$ cat config.mk
export PLATFORM = sky130hd
export DESIGN_NAME = cpi2c_slave
export DESIGN_NICKNAME = d
export VERILOG_FILES = /design/src/shared/cpi2c_pkg.sv /design/src/hdl/cpi2c_sync.sv /design/src/hdl/cpi2c_slave.sv
export VERILOG_INCLUDE_DIRS = /design/src /design/src/shared
export SDC_FILE = /design/constraint.sdc
export NUM_CORES = 1
export LEC_CHECK = 0
export BUFFER_PORTS_ARGS = -buffer_cell sky130_fd_sc_hd__buf_2
export CELL_PAD_IN_SITES_DETAIL_PLACEMENT = 1
export CELL_PAD_IN_SITES_GLOBAL_PLACEMENT = 1
export CORE_UTILIZATION = 45
export DETAILED_ROUTE_END_ITERATION = 7
export PLACE_DENSITY = 0.85
export SLEW_MARGIN = 5
export SYNTH_ARGS = -nofsm -noshare
export SYNTH_HDL_FRONTEND = slang
export SYNTH_SLANG_ARGS = --single-unit
$ cat constraint.sdc
create_clock -name clk_in -period 2.87 [get_ports clk_in]
set_input_delay 0.4305 -clock clk_in [delete_from_list [all_inputs] [get_ports clk_in]]
set_output_delay 0.4305 -clock clk_in [all_outputs]
set_load 0.02 [all_outputs]
$ cat src/shared/cpi2c_defines.svh
// constants of the control port front end: offsets, field positions, reset values, counts
// assumes a single 25 MHz clock domain and a combinational location decoder outside
//
// Overview of operation
// - boot select low at power-up gives two-wire control mode by default
// - three low pulses on the latch pin move two-wire mode into four-wire mode
// - boot select high at power-up hands startup to the external memory loader
// - every location can be read and written; read-only locations ignore writes
// - any location is reached by one word or a burst of consecutive words
// - first byte holds seven-bit chip address then the direction bit
// - second and third bytes form the sixteen-bit location address
// - data starts at fourth byte; bytes per word follow the addressed location
// - control-port command can halt the core output and later restart it
// - buffered parameter set is moved into the program within one audio frame
// - in two-wire mode the block is slave only and never starts a transfer
// - address byte is 01110, high strap, low strap, direction: 0x70 to 0x77
// - direction bit one means read from device, zero means write to it
// - after power-up rest idle, watching the lines for start and own address
// - start is data falling while clock high; the block detects it
// - after start shift in eight bits msb first as address and direction
// - on address match pull data low during the ninth clock pulse
// - stop is data rising while clock high and ends the transfer
// - bursts advance the location after each whole word of one to five bytes; read bursts hold at 0xffff
// - invalid location address gets no acknowledge and a return to idle
`ifndef CPI2C_DEFINES_SVH
`define CPI2C_DEFINES_SVH

`define CPI2C_ADDR_FIXED      5'h0e
`define CPI2C_LATCH_PULSES    2'h3
`define CPI2C_SETTLE_CYCLES   2'h3
`define CPI2C_BITS_PER_BYTE   4'h8
`define CPI2C_MAX_WORD_BYTES  3'h5
`define CPI2C_RESET_SUBADDR   16'h0000
`define CPI2C_TOP_SUBADDR     16'hffff
`define CPI2C_CORE_CTRL_ADDR  16'hf000
`define CPI2C_CORE_HALT_BIT   0
`define CPI2C_SAFE_SLOT0_ADDR 16'hf001
`define CPI2C_SAFE_SLOTS      3'h5
`define CPI2C_SAFE_TGT_ADDR   16'hf006
`define CPI2C_SAFE_GO_ADDR    16'hf007

`endif

$ cat src/shared/cpi2c_pkg.sv
// types of the control port front end
// assumes cpi2c_defines.svh is on the include path
`include "cpi2c_defines.svh"

package cpi2c_pkg;

	typedef enum logic [3:0] {
		MODE_INIT = 4'h1,
		MODE_I2C  = 4'h2,
		MODE_SPI  = 4'h4,
		MODE_BOOT = 4'h8
	} cpi2c_mode_t;

	typedef enum logic [5:0] {
		ST_IDLE = 6'h01,
		ST_RX   = 6'h02,
		ST_ACK  = 6'h04,
		ST_LOAD = 6'h08,
		ST_TX   = 6'h10,
		ST_RACK = 6'h20
	} cpi2c_bus_st_t;

	typedef enum logic [3:0] {
		PH_ADDR  = 4'h1,
		PH_SUBHI = 4'h2,
		PH_SUBLO = 4'h4,
		PH_DATA  = 4'h8
	} cpi2c_phase_t;

	typedef struct packed {
		cpi2c_mode_t         mode;
		logic [1:0]          settle;
		logic [1:0]          latch_cnt;
		logic                scl_prev;
		logic                sda_prev;
		logic                latch_prev;
		cpi2c_bus_st_t       st;
		cpi2c_phase_t        phase;
		logic                to_tx;
		logic                ack_ok;
		logic [3:0]          bitcnt;
		logic [7:0]          shift;
		logic                sda_oe;
		logic [15:0]         addr;
		logic [2:0]          bytecnt;
		logic [31:0]         wbuf;
		logic                wr_strobe;
		logic [15:0]         wr_addr;
		logic [39:0]         wr_data;
		logic [2:0]          wr_len;
		logic                core_halt;
		logic [4:0][39:0]    slots;
		logic [15:0]         safe_tgt;
		logic [2:0]          safe_count;
		logic [2:0]          safe_idx;
		logic                safe_pend;
		logic                safe_busy;
		logic                safe_we;
		logic [15:0]         safe_addr;
		logic [39:0]         safe_data;
	} cpi2c_state_t;

	typedef struct packed {
		logic meta;
		logic stable;
	} cpi2c_sync_t;

endpackage : cpi2c_pkg

$ cat src/hdl/cpi2c_sync.sv
// two-flop synchroniser for one pin
// assumes the pin is asynchronous to clk_in
`timescale 1ns/1ps
`default_nettype none

module cpi2c_sync (
	input  wire logic clk_in,
	input  wire logic reset_in,
	input  wire logic d_in,
	output logic      q_out
);

	cpi2c_pkg::cpi2c_sync_t r_reg;
	cpi2c_pkg::cpi2c_sync_t r_next;

	always_comb begin
		r_next = r_reg;
		r_next.meta = d_in;
		r_next.stable = r_reg.meta;
	end

	always_ff @(posedge clk_in) begin
		if (reset_in) begin
			r_reg <= '0;
		end else begin
			r_reg <= r_next;
		end
	end

	assign q_out = r_reg.stable;

endmodule : cpi2c_sync

`default_nettype wire

$ cat src/hdl/cpi2c_slave.sv
// control port front end: mode select, two-wire slave, word assembly, core halt, safe load
// assumes a combinational location decoder on mem_addr_out that returns length, read-only
// flag and the read byte selected by mem_byte_out, all on clk_in
`timescale 1ns/1ps
`default_nettype none
`include "cpi2c_defines.svh"

module cpi2c_slave (
	input  wire logic        clk_in,
	input  wire logic        reset_in,
	input  wire logic        scl_in,
	input  wire logic        sda_in,
	input  wire logic        spi_latch_pin_in,
	input  wire logic        boot_source_select_in,
	input  wire logic        address_strap_low_in,
	input  wire logic        address_strap_high_in,
	input  wire logic [2:0]  loc_len_in,
	input  wire logic        loc_ro_in,
	input  wire logic [7:0]  rd_data_in,
	input  wire logic        frame_start_in,
	output logic             sda_out,
	output logic             sda_oe_out,
	output logic [15:0]      mem_addr_out,
	output logic [2:0]       mem_byte_out,
	output logic             wr_strobe_out,
	output logic [15:0]      wr_addr_out,
	output logic [39:0]      wr_data_out,
	output logic [2:0]       wr_len_out,
	output logic             core_halt_out,
	output logic             safe_we_out,
	output logic [15:0]      safe_addr_out,
	output logic [39:0]      safe_data_out,
	output logic             i2c_mode_out,
	output logic             spi_mode_out,
	output logic             self_boot_out
);

	cpi2c_pkg::cpi2c_state_t r_reg;
	cpi2c_pkg::cpi2c_state_t r_next;

	logic scl_s;
	logic sda_s;
	logic latch_s;
	logic boot_s;
	logic strap_lo_s;
	logic strap_hi_s;

	cpi2c_sync u_sync_scl (
		.clk_in   (clk_in),
		.reset_in (reset_in),
		.d_in     (scl_in),
		.q_out    (scl_s)
	);

	cpi2c_sync u_sync_sda (
		.clk_in   (clk_in),
		.reset_in (reset_in),
		.d_in     (sda_in),
		.q_out    (sda_s)
	);

	cpi2c_sync u_sync_latch (
		.clk_in   (clk_in),
		.reset_in (reset_in),
		.d_in     (spi_latch_pin_in),
		.q_out    (latch_s)
	);

	cpi2c_sync u_sync_boot (
		.clk_in   (clk_in),
		.reset_in (reset_in),
		.d_in     (boot_source_select_in),
		.q_out    (boot_s)
	);

	cpi2c_sync u_sync_strap_lo (
		.clk_in   (clk_in),
		.reset_in (reset_in),
		.d_in     (address_strap_low_in),
		.q_out    (strap_lo_s)
	);

	cpi2c_sync u_sync_strap_hi (
		.clk_in   (clk_in),
		.reset_in (reset_in),
		.d_in     (address_strap_high_in),
		.q_out    (strap_hi_s)
	);

	logic        scl_rise;
	logic        scl_fall;
	logic        start_seen;
	logic        stop_seen;
	logic [7:0]  rx_byte;
	logic [39:0] word;
	logic [2:0]  rd_len;
	logic [15:0] slot_off;

	always_comb begin
		r_next = r_reg;
		scl_rise = scl_s & ~r_reg.scl_prev;
		scl_fall = ~scl_s & r_reg.scl_prev;
		start_seen = scl_s & r_reg.scl_prev & r_reg.sda_prev & ~sda_s;
		stop_seen = scl_s & r_reg.scl_prev & ~r_reg.sda_prev & sda_s;
		rx_byte = {r_reg.shift[6:0], sda_s};
		word = {r_reg.wbuf, r_reg.shift};
		rd_len = (loc_len_in == 3'h0) ? 3'h1 : loc_len_in;
		slot_off = r_reg.wr_addr - `CPI2C_SAFE_SLOT0_ADDR;
		r_next.scl_prev = scl_s;
		r_next.sda_prev = sda_s;
		r_next.latch_prev = latch_s;
		r_next.wr_strobe = 1'b0;
		r_next.safe_we = 1'b0;

		unique case (r_reg.mode)
			cpi2c_pkg::MODE_INIT: begin
				// strap is read only once the synchroniser has settled after reset
				r_next.settle = r_reg.settle + 2'h1;
				if (r_reg.settle == `CPI2C_SETTLE_CYCLES) begin
					if (boot_s) begin
						r_next.mode = cpi2c_pkg::MODE_BOOT;
					end else begin
						r_next.mode = cpi2c_pkg::MODE_I2C;
					end
				end
			end
			cpi2c_pkg::MODE_I2C: begin
				if (r_reg.latch_prev & ~latch_s) begin
					r_next.latch_cnt = r_reg.latch_cnt + 2'h1;
					if (r_reg.latch_cnt + 2'h1 == `CPI2C_LATCH_PULSES) begin
						r_next.mode = cpi2c_pkg::MODE_SPI;
					end
				end
			end
			cpi2c_pkg::MODE_SPI: begin
			end
			cpi2c_pkg::MODE_BOOT: begin
			end
		endcase

		if (r_reg.mode != cpi2c_pkg::MODE_I2C) begin
			r_next.st = cpi2c_pkg::ST_IDLE;
			r_next.sda_oe = 1'b0;
		end else if (start_seen) begin
			r_next.st = cpi2c_pkg::ST_RX;
			r_next.phase = cpi2c_pkg::PH_ADDR;
			r_next.bitcnt = 4'h0;
			r_next.sda_oe = 1'b0;
		end else if (stop_seen) begin
			r_next.st = cpi2c_pkg::ST_IDLE;
			r_next.sda_oe = 1'b0;
		end else begin
			unique case (r_reg.st)
				cpi2c_pkg::ST_IDLE: begin
					r_next.sda_oe = 1'b0;
				end
				cpi2c_pkg::ST_RX: begin
					if (scl_rise && r_reg.bitcnt != `CPI2C_BITS_PER_BYTE) begin
						r_next.shift = rx_byte;
						r_next.bitcnt = r_reg.bitcnt + 4'h1;
						// low address byte lands before the ack decision
						if (r_reg.bitcnt == `CPI2C_BITS_PER_BYTE - 4'h1 &&
						    r_reg.phase == cpi2c_pkg::PH_SUBLO) begin
							r_next.addr[7:0] = rx_byte;
						end
					end else if (scl_fall && r_reg.bitcnt == `CPI2C_BITS_PER_BYTE) begin
						r_next.bitcnt = 4'h0;
						r_next.to_tx = 1'b0;
						r_next.st = cpi2c_pkg::ST_ACK;
						r_next.sda_oe = 1'b1;
						unique case (r_reg.phase)
							cpi2c_pkg::PH_ADDR: begin
								if (r_reg.shift[7:1] ==
								    {`CPI2C_ADDR_FIXED, strap_hi_s, strap_lo_s}) begin
									r_next.to_tx = r_reg.shift[0];
									r_next.bytecnt = 3'h0;
									r_next.phase = cpi2c_pkg::PH_SUBHI;
								end else begin
									r_next.st = cpi2c_pkg::ST_IDLE;
									r_next.sda_oe = 1'b0;
								end
							end
							cpi2c_pkg::PH_SUBHI: begin
								r_next.addr[15:8] = r_reg.shift;
								r_next.phase = cpi2c_pkg::PH_SUBLO;
							end
							cpi2c_pkg::PH_SUBLO: begin
								if (loc_len_in == 3'h0) begin
									r_next.st = cpi2c_pkg::ST_IDLE;
									r_next.sda_oe = 1'b0;
								end else begin
									r_next.phase = cpi2c_pkg::PH_DATA;
									r_next.bytecnt = 3'h0;
									// a word cut short by a stop must not leak into this one
									r_next.wbuf = 32'h0000_0000;
								end
							end
							cpi2c_pkg::PH_DATA: begin
								if (loc_len_in == 3'h0) begin
									r_next.st = cpi2c_pkg::ST_IDLE;
									r_next.sda_oe = 1'b0;
								end else if (r_reg.bytecnt + 3'h1 == loc_len_in) begin
									r_next.wr_strobe = ~loc_ro_in;
									r_next.wr_addr = r_reg.addr;
									r_next.wr_data = word;
									r_next.wr_len = loc_len_in;
									r_next.addr = r_reg.addr + 16'h0001;
									r_next.bytecnt = 3'h0;
									r_next.wbuf = 32'h0000_0000;
								end else begin
									r_next.wbuf = word[31:0];
									r_next.bytecnt = r_reg.bytecnt + 3'h1;
								end
							end
						endcase
					end
				end
				cpi2c_pkg::ST_ACK: begin
					if (scl_fall) begin
						r_next.sda_oe = 1'b0;
						r_next.st = r_reg.to_tx ? cpi2c_pkg::ST_LOAD : cpi2c_pkg::ST_RX;
					end
				end
				cpi2c_pkg::ST_LOAD: begin
					// decoder answers one cycle after the address moved
					r_next.shift = rd_data_in;
					r_next.sda_oe = ~rd_data_in[7];
					r_next.bitcnt = 4'h0;
					r_next.st = cpi2c_pkg::ST_TX;
				end
				cpi2c_pkg::ST_TX: begin
					if (scl_fall) begin
						r_next.bitcnt = r_reg.bitcnt + 4'h1;
						r_next.shift = {r_reg.shift[6:0], 1'b0};
						r_next.sda_oe = ~r_reg.shift[6];
						if (r_reg.bitcnt + 4'h1 == `CPI2C_BITS_PER_BYTE) begin
							r_next.sda_oe = 1'b0;
							r_next.ack_ok = 1'b0;
							r_next.st = cpi2c_pkg::ST_RACK;
						end
					end
				end
				cpi2c_pkg::ST_RACK: begin
					if (scl_rise) begin
						r_next.ack_ok = ~sda_s;
						if (sda_s) begin
							r_next.st = cpi2c_pkg::ST_IDLE;
						end
					end else if (scl_fall && r_reg.ack_ok) begin
						r_next.st = cpi2c_pkg::ST_LOAD;
						if (r_reg.bytecnt + 3'h1 >= rd_len) begin
							r_next.bytecnt = 3'h0;
							// top location repeats until the master refuses
							if (r_reg.addr != `CPI2C_TOP_SUBADDR) begin
								r_next.addr = r_reg.addr + 16'h0001;
							end
						end else begin
							r_next.bytecnt = r_reg.bytecnt + 3'h1;
						end
					end
				end
			endcase
		end

		if (r_reg.wr_strobe && r_reg.wr_addr == `CPI2C_CORE_CTRL_ADDR) begin
			r_next.core_halt = r_reg.wr_data[`CPI2C_CORE_HALT_BIT];
		end
		if (r_reg.wr_strobe && slot_off < {13'h0000, `CPI2C_SAFE_SLOTS}) begin
			r_next.slots[slot_off[2:0]] = r_reg.wr_data;
		end
		if (r_reg.wr_strobe && r_reg.wr_addr == `CPI2C_SAFE_TGT_ADDR) begin
			r_next.safe_tgt = r_reg.wr_data[15:0];
		end

		if (r_reg.safe_busy) begin
			r_next.safe_we = 1'b1;
			r_next.safe_addr = r_reg.safe_tgt + {13'h0000, r_reg.safe_idx};
			r_next.safe_data = r_reg.slots[r_reg.safe_idx];
			r_next.safe_idx = r_reg.safe_idx + 3'h1;
			if (r_reg.safe_idx + 3'h1 == r_reg.safe_count) begin
				r_next.safe_busy = 1'b0;
			end
		end else if (r_reg.safe_pend && frame_start_in) begin
			r_next.safe_pend = 1'b0;
			r_next.safe_busy = 1'b1;
			r_next.safe_idx = 3'h0;
		end
		// a new request wins over the one being taken
		if (r_reg.wr_strobe && r_reg.wr_addr == `CPI2C_SAFE_GO_ADDR) begin
			r_next.safe_pend = 1'b1;
			if (r_reg.wr_data[2:0] == 3'h0 || r_reg.wr_data[2:0] > `CPI2C_SAFE_SLOTS) begin
				r_next.safe_count = `CPI2C_SAFE_SLOTS;
			end else begin
				r_next.safe_count = r_reg.wr_data[2:0];
			end
		end
	end

	always_ff @(posedge clk_in) begin
		if (reset_in) begin
			r_reg <= '0;
			r_reg.mode <= cpi2c_pkg::MODE_INIT;
			r_reg.st <= cpi2c_pkg::ST_IDLE;
			r_reg.phase <= cpi2c_pkg::PH_ADDR;
			r_reg.addr <= `CPI2C_RESET_SUBADDR;
			r_reg.scl_prev <= 1'b1;
			r_reg.sda_prev <= 1'b1;
			r_reg.latch_prev <= 1'b1;
			r_reg.safe_count <= `CPI2C_SAFE_SLOTS;
		end else begin
			r_reg <= r_next;
		end
	end

	// only the data line is ever pulled, never the clock
	assign sda_out = 1'b0;
	assign sda_oe_out = r_reg.sda_oe;
	assign mem_addr_out = r_reg.addr;
	assign mem_byte_out = r_reg.bytecnt;
	assign wr_strobe_out = r_reg.wr_strobe;
	assign wr_addr_out = r_reg.wr_addr;
	assign wr_data_out = r_reg.wr_data;
	assign wr_len_out = r_reg.wr_len;
	assign core_halt_out = r_reg.core_halt;
	assign safe_we_out = r_reg.safe_we;
	assign safe_addr_out = r_reg.safe_addr;
	assign safe_data_out = r_reg.safe_data;
	assign i2c_mode_out = (r_reg.mode == cpi2c_pkg::MODE_I2C);
	assign spi_mode_out = (r_reg.mode == cpi2c_pkg::MODE_SPI);
	assign self_boot_out = (r_reg.mode == cpi2c_pkg::MODE_BOOT);

endmodule : cpi2c_slave

`default_nettype wire

==> impl_metrics.json <==
{
  "hold-path-endpoint": "u_sync_latch.r_next[0]$_SDFF_PP0_",
  "pre_cts_ws_ns": 0.118,
  "grt_use_met3_pct": 4.35,
  "post_synth_top_area_share_pct": 44.6,
  "root_buf_cell": "sky130_fd_sc_hd__clkbuf_16",
  "hold_viol": 0,
  "predominant_post_synthesis_flop_cell": "sky130_fd_sc_hd__dfxtp_1",
  "first_global_vias": 16700,
  "timing.critical_path.max_delay_family": "simple AND/OR/NAND/NOR gates",
  "timing.rr.end": "r_reg[260]$_SDFFE_PP0P_",
  "synth.largest_area_cell": "sky130_fd_sc_hd__dfxtp_1",
  "largest_register_ff_count": 291,
  "track_usage_pct": 25.9,
  "grt_setup_unrepaired": "false",
  "top_level_ports": 163,
  "die_area_mm2": 0.0448,
  "fin_hold_ws_ns": 0.0597,
  "initial_utilization_pct": 45.7,
  "grt_antenna_before_repair": 0,
  "worstSetupPathType": "reg2reg",
  "setup.worst_path.start_class": "flop",
  "path_cells": "inv_1 > ha_1 > nor2b_1 > a221oi_2 > nand3_1 > or4_1 > buf_4 > nand2_1 > a21oi_1",
  "synth.distinct_cells": 82,
  "timing.critical_path.buf_inv": 2,
  "fin_util_pct": 50.6,
  "arr_time_crit_path_ns": 3.19,
  "grt_remaining_overflow": 0,
  "clkLatencyLatePin_ns": 0.59,
  "setup_viol_count_final": 0,
  "final.min_clock_period_ns": 2.76,
  "synth_nets": 2250,
  "total_power_mw": 12.6,
  "detail_route.wirelength_um": 60100,
  "regToRegStartpoint": "wr_addr_out[0]$_SDFFE_PP0P_",
  "syn-cell-area_mm2": 0.0198,
  "power_per_cell_area_mw_per_mm2": 576,
  "synth.ff_latch_count": 441,
  "final-seq-area_mm2": 0.00883,
  "h-tree-depth": 2,
  "netlist_instances": 2211,
  "grtUsageMet2_pct": 46.6,
  "cts_made_buffers": 46,
  "die_w_um": 212,
  "drive_gt1_share_pct": 16.4,
  "io_buffer_count": 161,
  "grt_max_degree": 158,
  "gp_routability_congestion": 0.863,
  "die_h_um": 212,
  "critical_path.slowest_cell": "sky130_fd_sc_hd__or4_1",
  "hp-start": "spi_latch_pin_in",
  "maxCapViolCount": 0,
  "detailedRoute.firstPassIterationCount": 5,
  "multiInputGateArea_mm2": 0.00922,
  "timing.critical_path.required_ns": 3.30,
  "dr.first_iter.drc_count": 1034,
  "final.period_utilization_pct": 96.2,
  "placeableCoreArea_mm2": 0.0433,
  "leakage_nw": 7.70,
  "worstRegToRegCells": 9,
  "run_status": "completed",
  "fmaxAchievable_mhz": 362,
  "fillCellCount": 4964,
  "cts_tree": "yes",
  "drt.antenna.violating_nets": 0,
  "reg2reg_setup_slack_ns": 0.11,
  "finalMaxSlewViolations": 0,
  "drc": 0,
  "post-synth-top-count-cell": "sky130_fd_sc_hd__dfxtp_1",
  "synth-edff-count": 0,
  "critPathMaxStageDelay_ns": 0.50,
  "slew-limit-headroom_pct": 23.5,
  "tightest_slew_ns": 1.14,
  "detail_route.wl_per_cell_um": 21.4,
  "ys_seq_area_share_pct": 44.6,
  "rows": 76,
  "cts.sinks": 441,
  "crit_fanout": 40,
  "timing.hold.worst.class": "in2reg",
  "power.ir.vdd_worst_mv": 0.397,
  "crit_path_end_kind": "flop",
  "num_antenna_cells": 0,
  "synth.avg_cell_area_um2": 8.95,
  "synth.cells.most_frequent": "sky130_fd_sc_hd__dfxtp_1 (441), sky130_fd_sc_hd__nand2_1 (364), sky130_fd_sc_hd__nor2_1 (273), sky130_fd_sc_hd__a21oi_1 (187), sky130_fd_sc_hd__mux2i_1 (170)",
  "setup_ws_ns": 0.109,
  "async_reset_ff_share_pct": 0,
  "clkTransAtPathRegs_ns": 0.06,
  "cts-root-to-sink-buffers": 3,
  "final.setup_skew_ns": 0.0213,
  "final_nets": 2235,
  "route.detailed.vias_per_inst": 5.71,
  "setup_tns_ns": 0,
  "flow.area_growth_from_synthesis_pct": 10.6,
  "grt.busiest_layer": "met2",
  "total_via_count_in_the_routed_design": 16100,
  "first_pass_grt_wire_length_um": 91900,
  "gr-usage-met1_pct": 31.3,
  "number_of_synthesis_warnings": 0,
  "post_synth_main_area_contributors": "sky130_fd_sc_hd__dfxtp_1 (45%), sky130_fd_sc_hd__mux2i_1 (8.6%), sky130_fd_sc_hd__nand2_1 (6.9%)",
  "hold-path-cell-count": 2,
  "detailed_place_hpwl_um": 37700
}
[layout by cell type (no fill, tap or decap), types with 20 or more instances in the layout]
cell type                   instances
sky130_fd_sc_hd__o21ai_0           20
sky130_fd_sc_hd__nand2_1          364
sky130_fd_sc_hd__mux4_2            40
sky130_fd_sc_hd__a21oi_1          187
sky130_fd_sc_hd__nand3_1           22
sky130_fd_sc_hd__clkbuf_16         50
sky130_fd_sc_hd__nor3_1            63
sky130_fd_sc_hd__inv_1             26
sky130_fd_sc_hd__buf_2            160
sky130_fd_sc_hd__mux2i_1          170
sky130_fd_sc_hd__dfxtp_1          438
sky130_fd_sc_hd__a211oi_1          22
sky130_fd_sc_hd__nor2b_1           21
sky130_fd_sc_hd__buf_4             48
sky130_fd_sc_hd__a221oi_1          44
sky130_fd_sc_hd__nor2_1           273
[cell families (layout without fill, tap and decap cells)]
group	after synthesis	after routing	share of synthesized area, %
simple gates	846	846	19.1
flops	441	441	44.6
compound gates	346	346	11.2
buf+inv	314	331	9.19
mux	210	210	13.2
xor+xnor	35	35	1.62
fa+ha+maj	18	18	1.18
other cells	1	1	0.0190
[per-layer routing]
metal	up-vias	part of all wire, %
met2	449	51
met4	0	2.6
li1	7467	-
met3	102	5.1
met5	-	0
met1	8056	41
[worst reg2reg max path, stage by stage (launching register included)]
cell,delay (ns)
sky130_fd_sc_hd__dfxtp_1,0.34
sky130_fd_sc_hd__inv_1,0.08
sky130_fd_sc_hd__ha_1,0.28
sky130_fd_sc_hd__nor2b_1,0.19
sky130_fd_sc_hd__a221oi_2,0.35
sky130_fd_sc_hd__nand3_1,0.28
sky130_fd_sc_hd__or4_1,0.50
sky130_fd_sc_hd__buf_4,0.33
sky130_fd_sc_hd__nand2_1,0.19
sky130_fd_sc_hd__a21oi_1,0.08
[through the flow]
| step | instance area (um^2) | std cells |
|---|---|---|
| floorplan | 19800 | 2211 |
| global placement | 20200 | 2725 |
| detailed placement | 20200 | 2725 |
| CTS | 21800 | 2806 |
| global route | 21900 | 2813 |
| finish | 21900 | 2813 |
[power breakdown]
| part | switching, mW | internal [mW] |
|---|---|---|
| clock network | 2.51 | 3.66 |
| logic | 0.167 | 0.0784 |
| registers | 0.0281 | 6.15 |
| total | 2.71 | 9.89 |
[how the worst max path moves through the flow]
stage | start | to | slack [ns] | depth (start not counted)
finish | wr_addr_out[0]$_SDFFE_PP0P_ | r_reg[260]$_SDFFE_PP0P_ | 0.11 | 9
global route | wr_addr_out[0]$_SDFFE_PP0P_ | r_reg[260]$_SDFFE_PP0P_ | 0.0004 | 9
CTS | wr_addr_out[0]$_SDFFE_PP0P_ | r_reg[178]$_SDFFE_PP0P_ | 0.06 | 9
detailed placement | wr_addr_out[0]$_SDFFE_PP0P_ | r_reg[260]$_SDFFE_PP0P_ | 0.12 | 9
global placement | wr_addr_out[8]$_SDFFE_PP0P_ | r_reg[160]$_SDFFE_PP0P_ | 0.26 | 7
floorplan | r_reg[60]$_SDFFE_PP0P_ | safe_addr_out[14]$_SDFFE_PP0P_ | 0.44 | 10
[area by class of cell]
type                       count  share of cell area [%]
inverter                      27                   0.463
sequential                   441                    40.3
clock inverter                15                    1.03
timing repair buffer         224                    6.66
clock buffer                  65                    6.05
multi-input combinational   1456                    42.1
tap                          585                    3.34
[timing repair]
item,4_1_cts,5_1_grt
buffers inserted,0,4
setup endpoints to repair,0,113
hold buffers,1,0
resized for setup,0,10
hold endpoints to repair,1,0
Note: power is estimated with default switching activity, not from simulation.
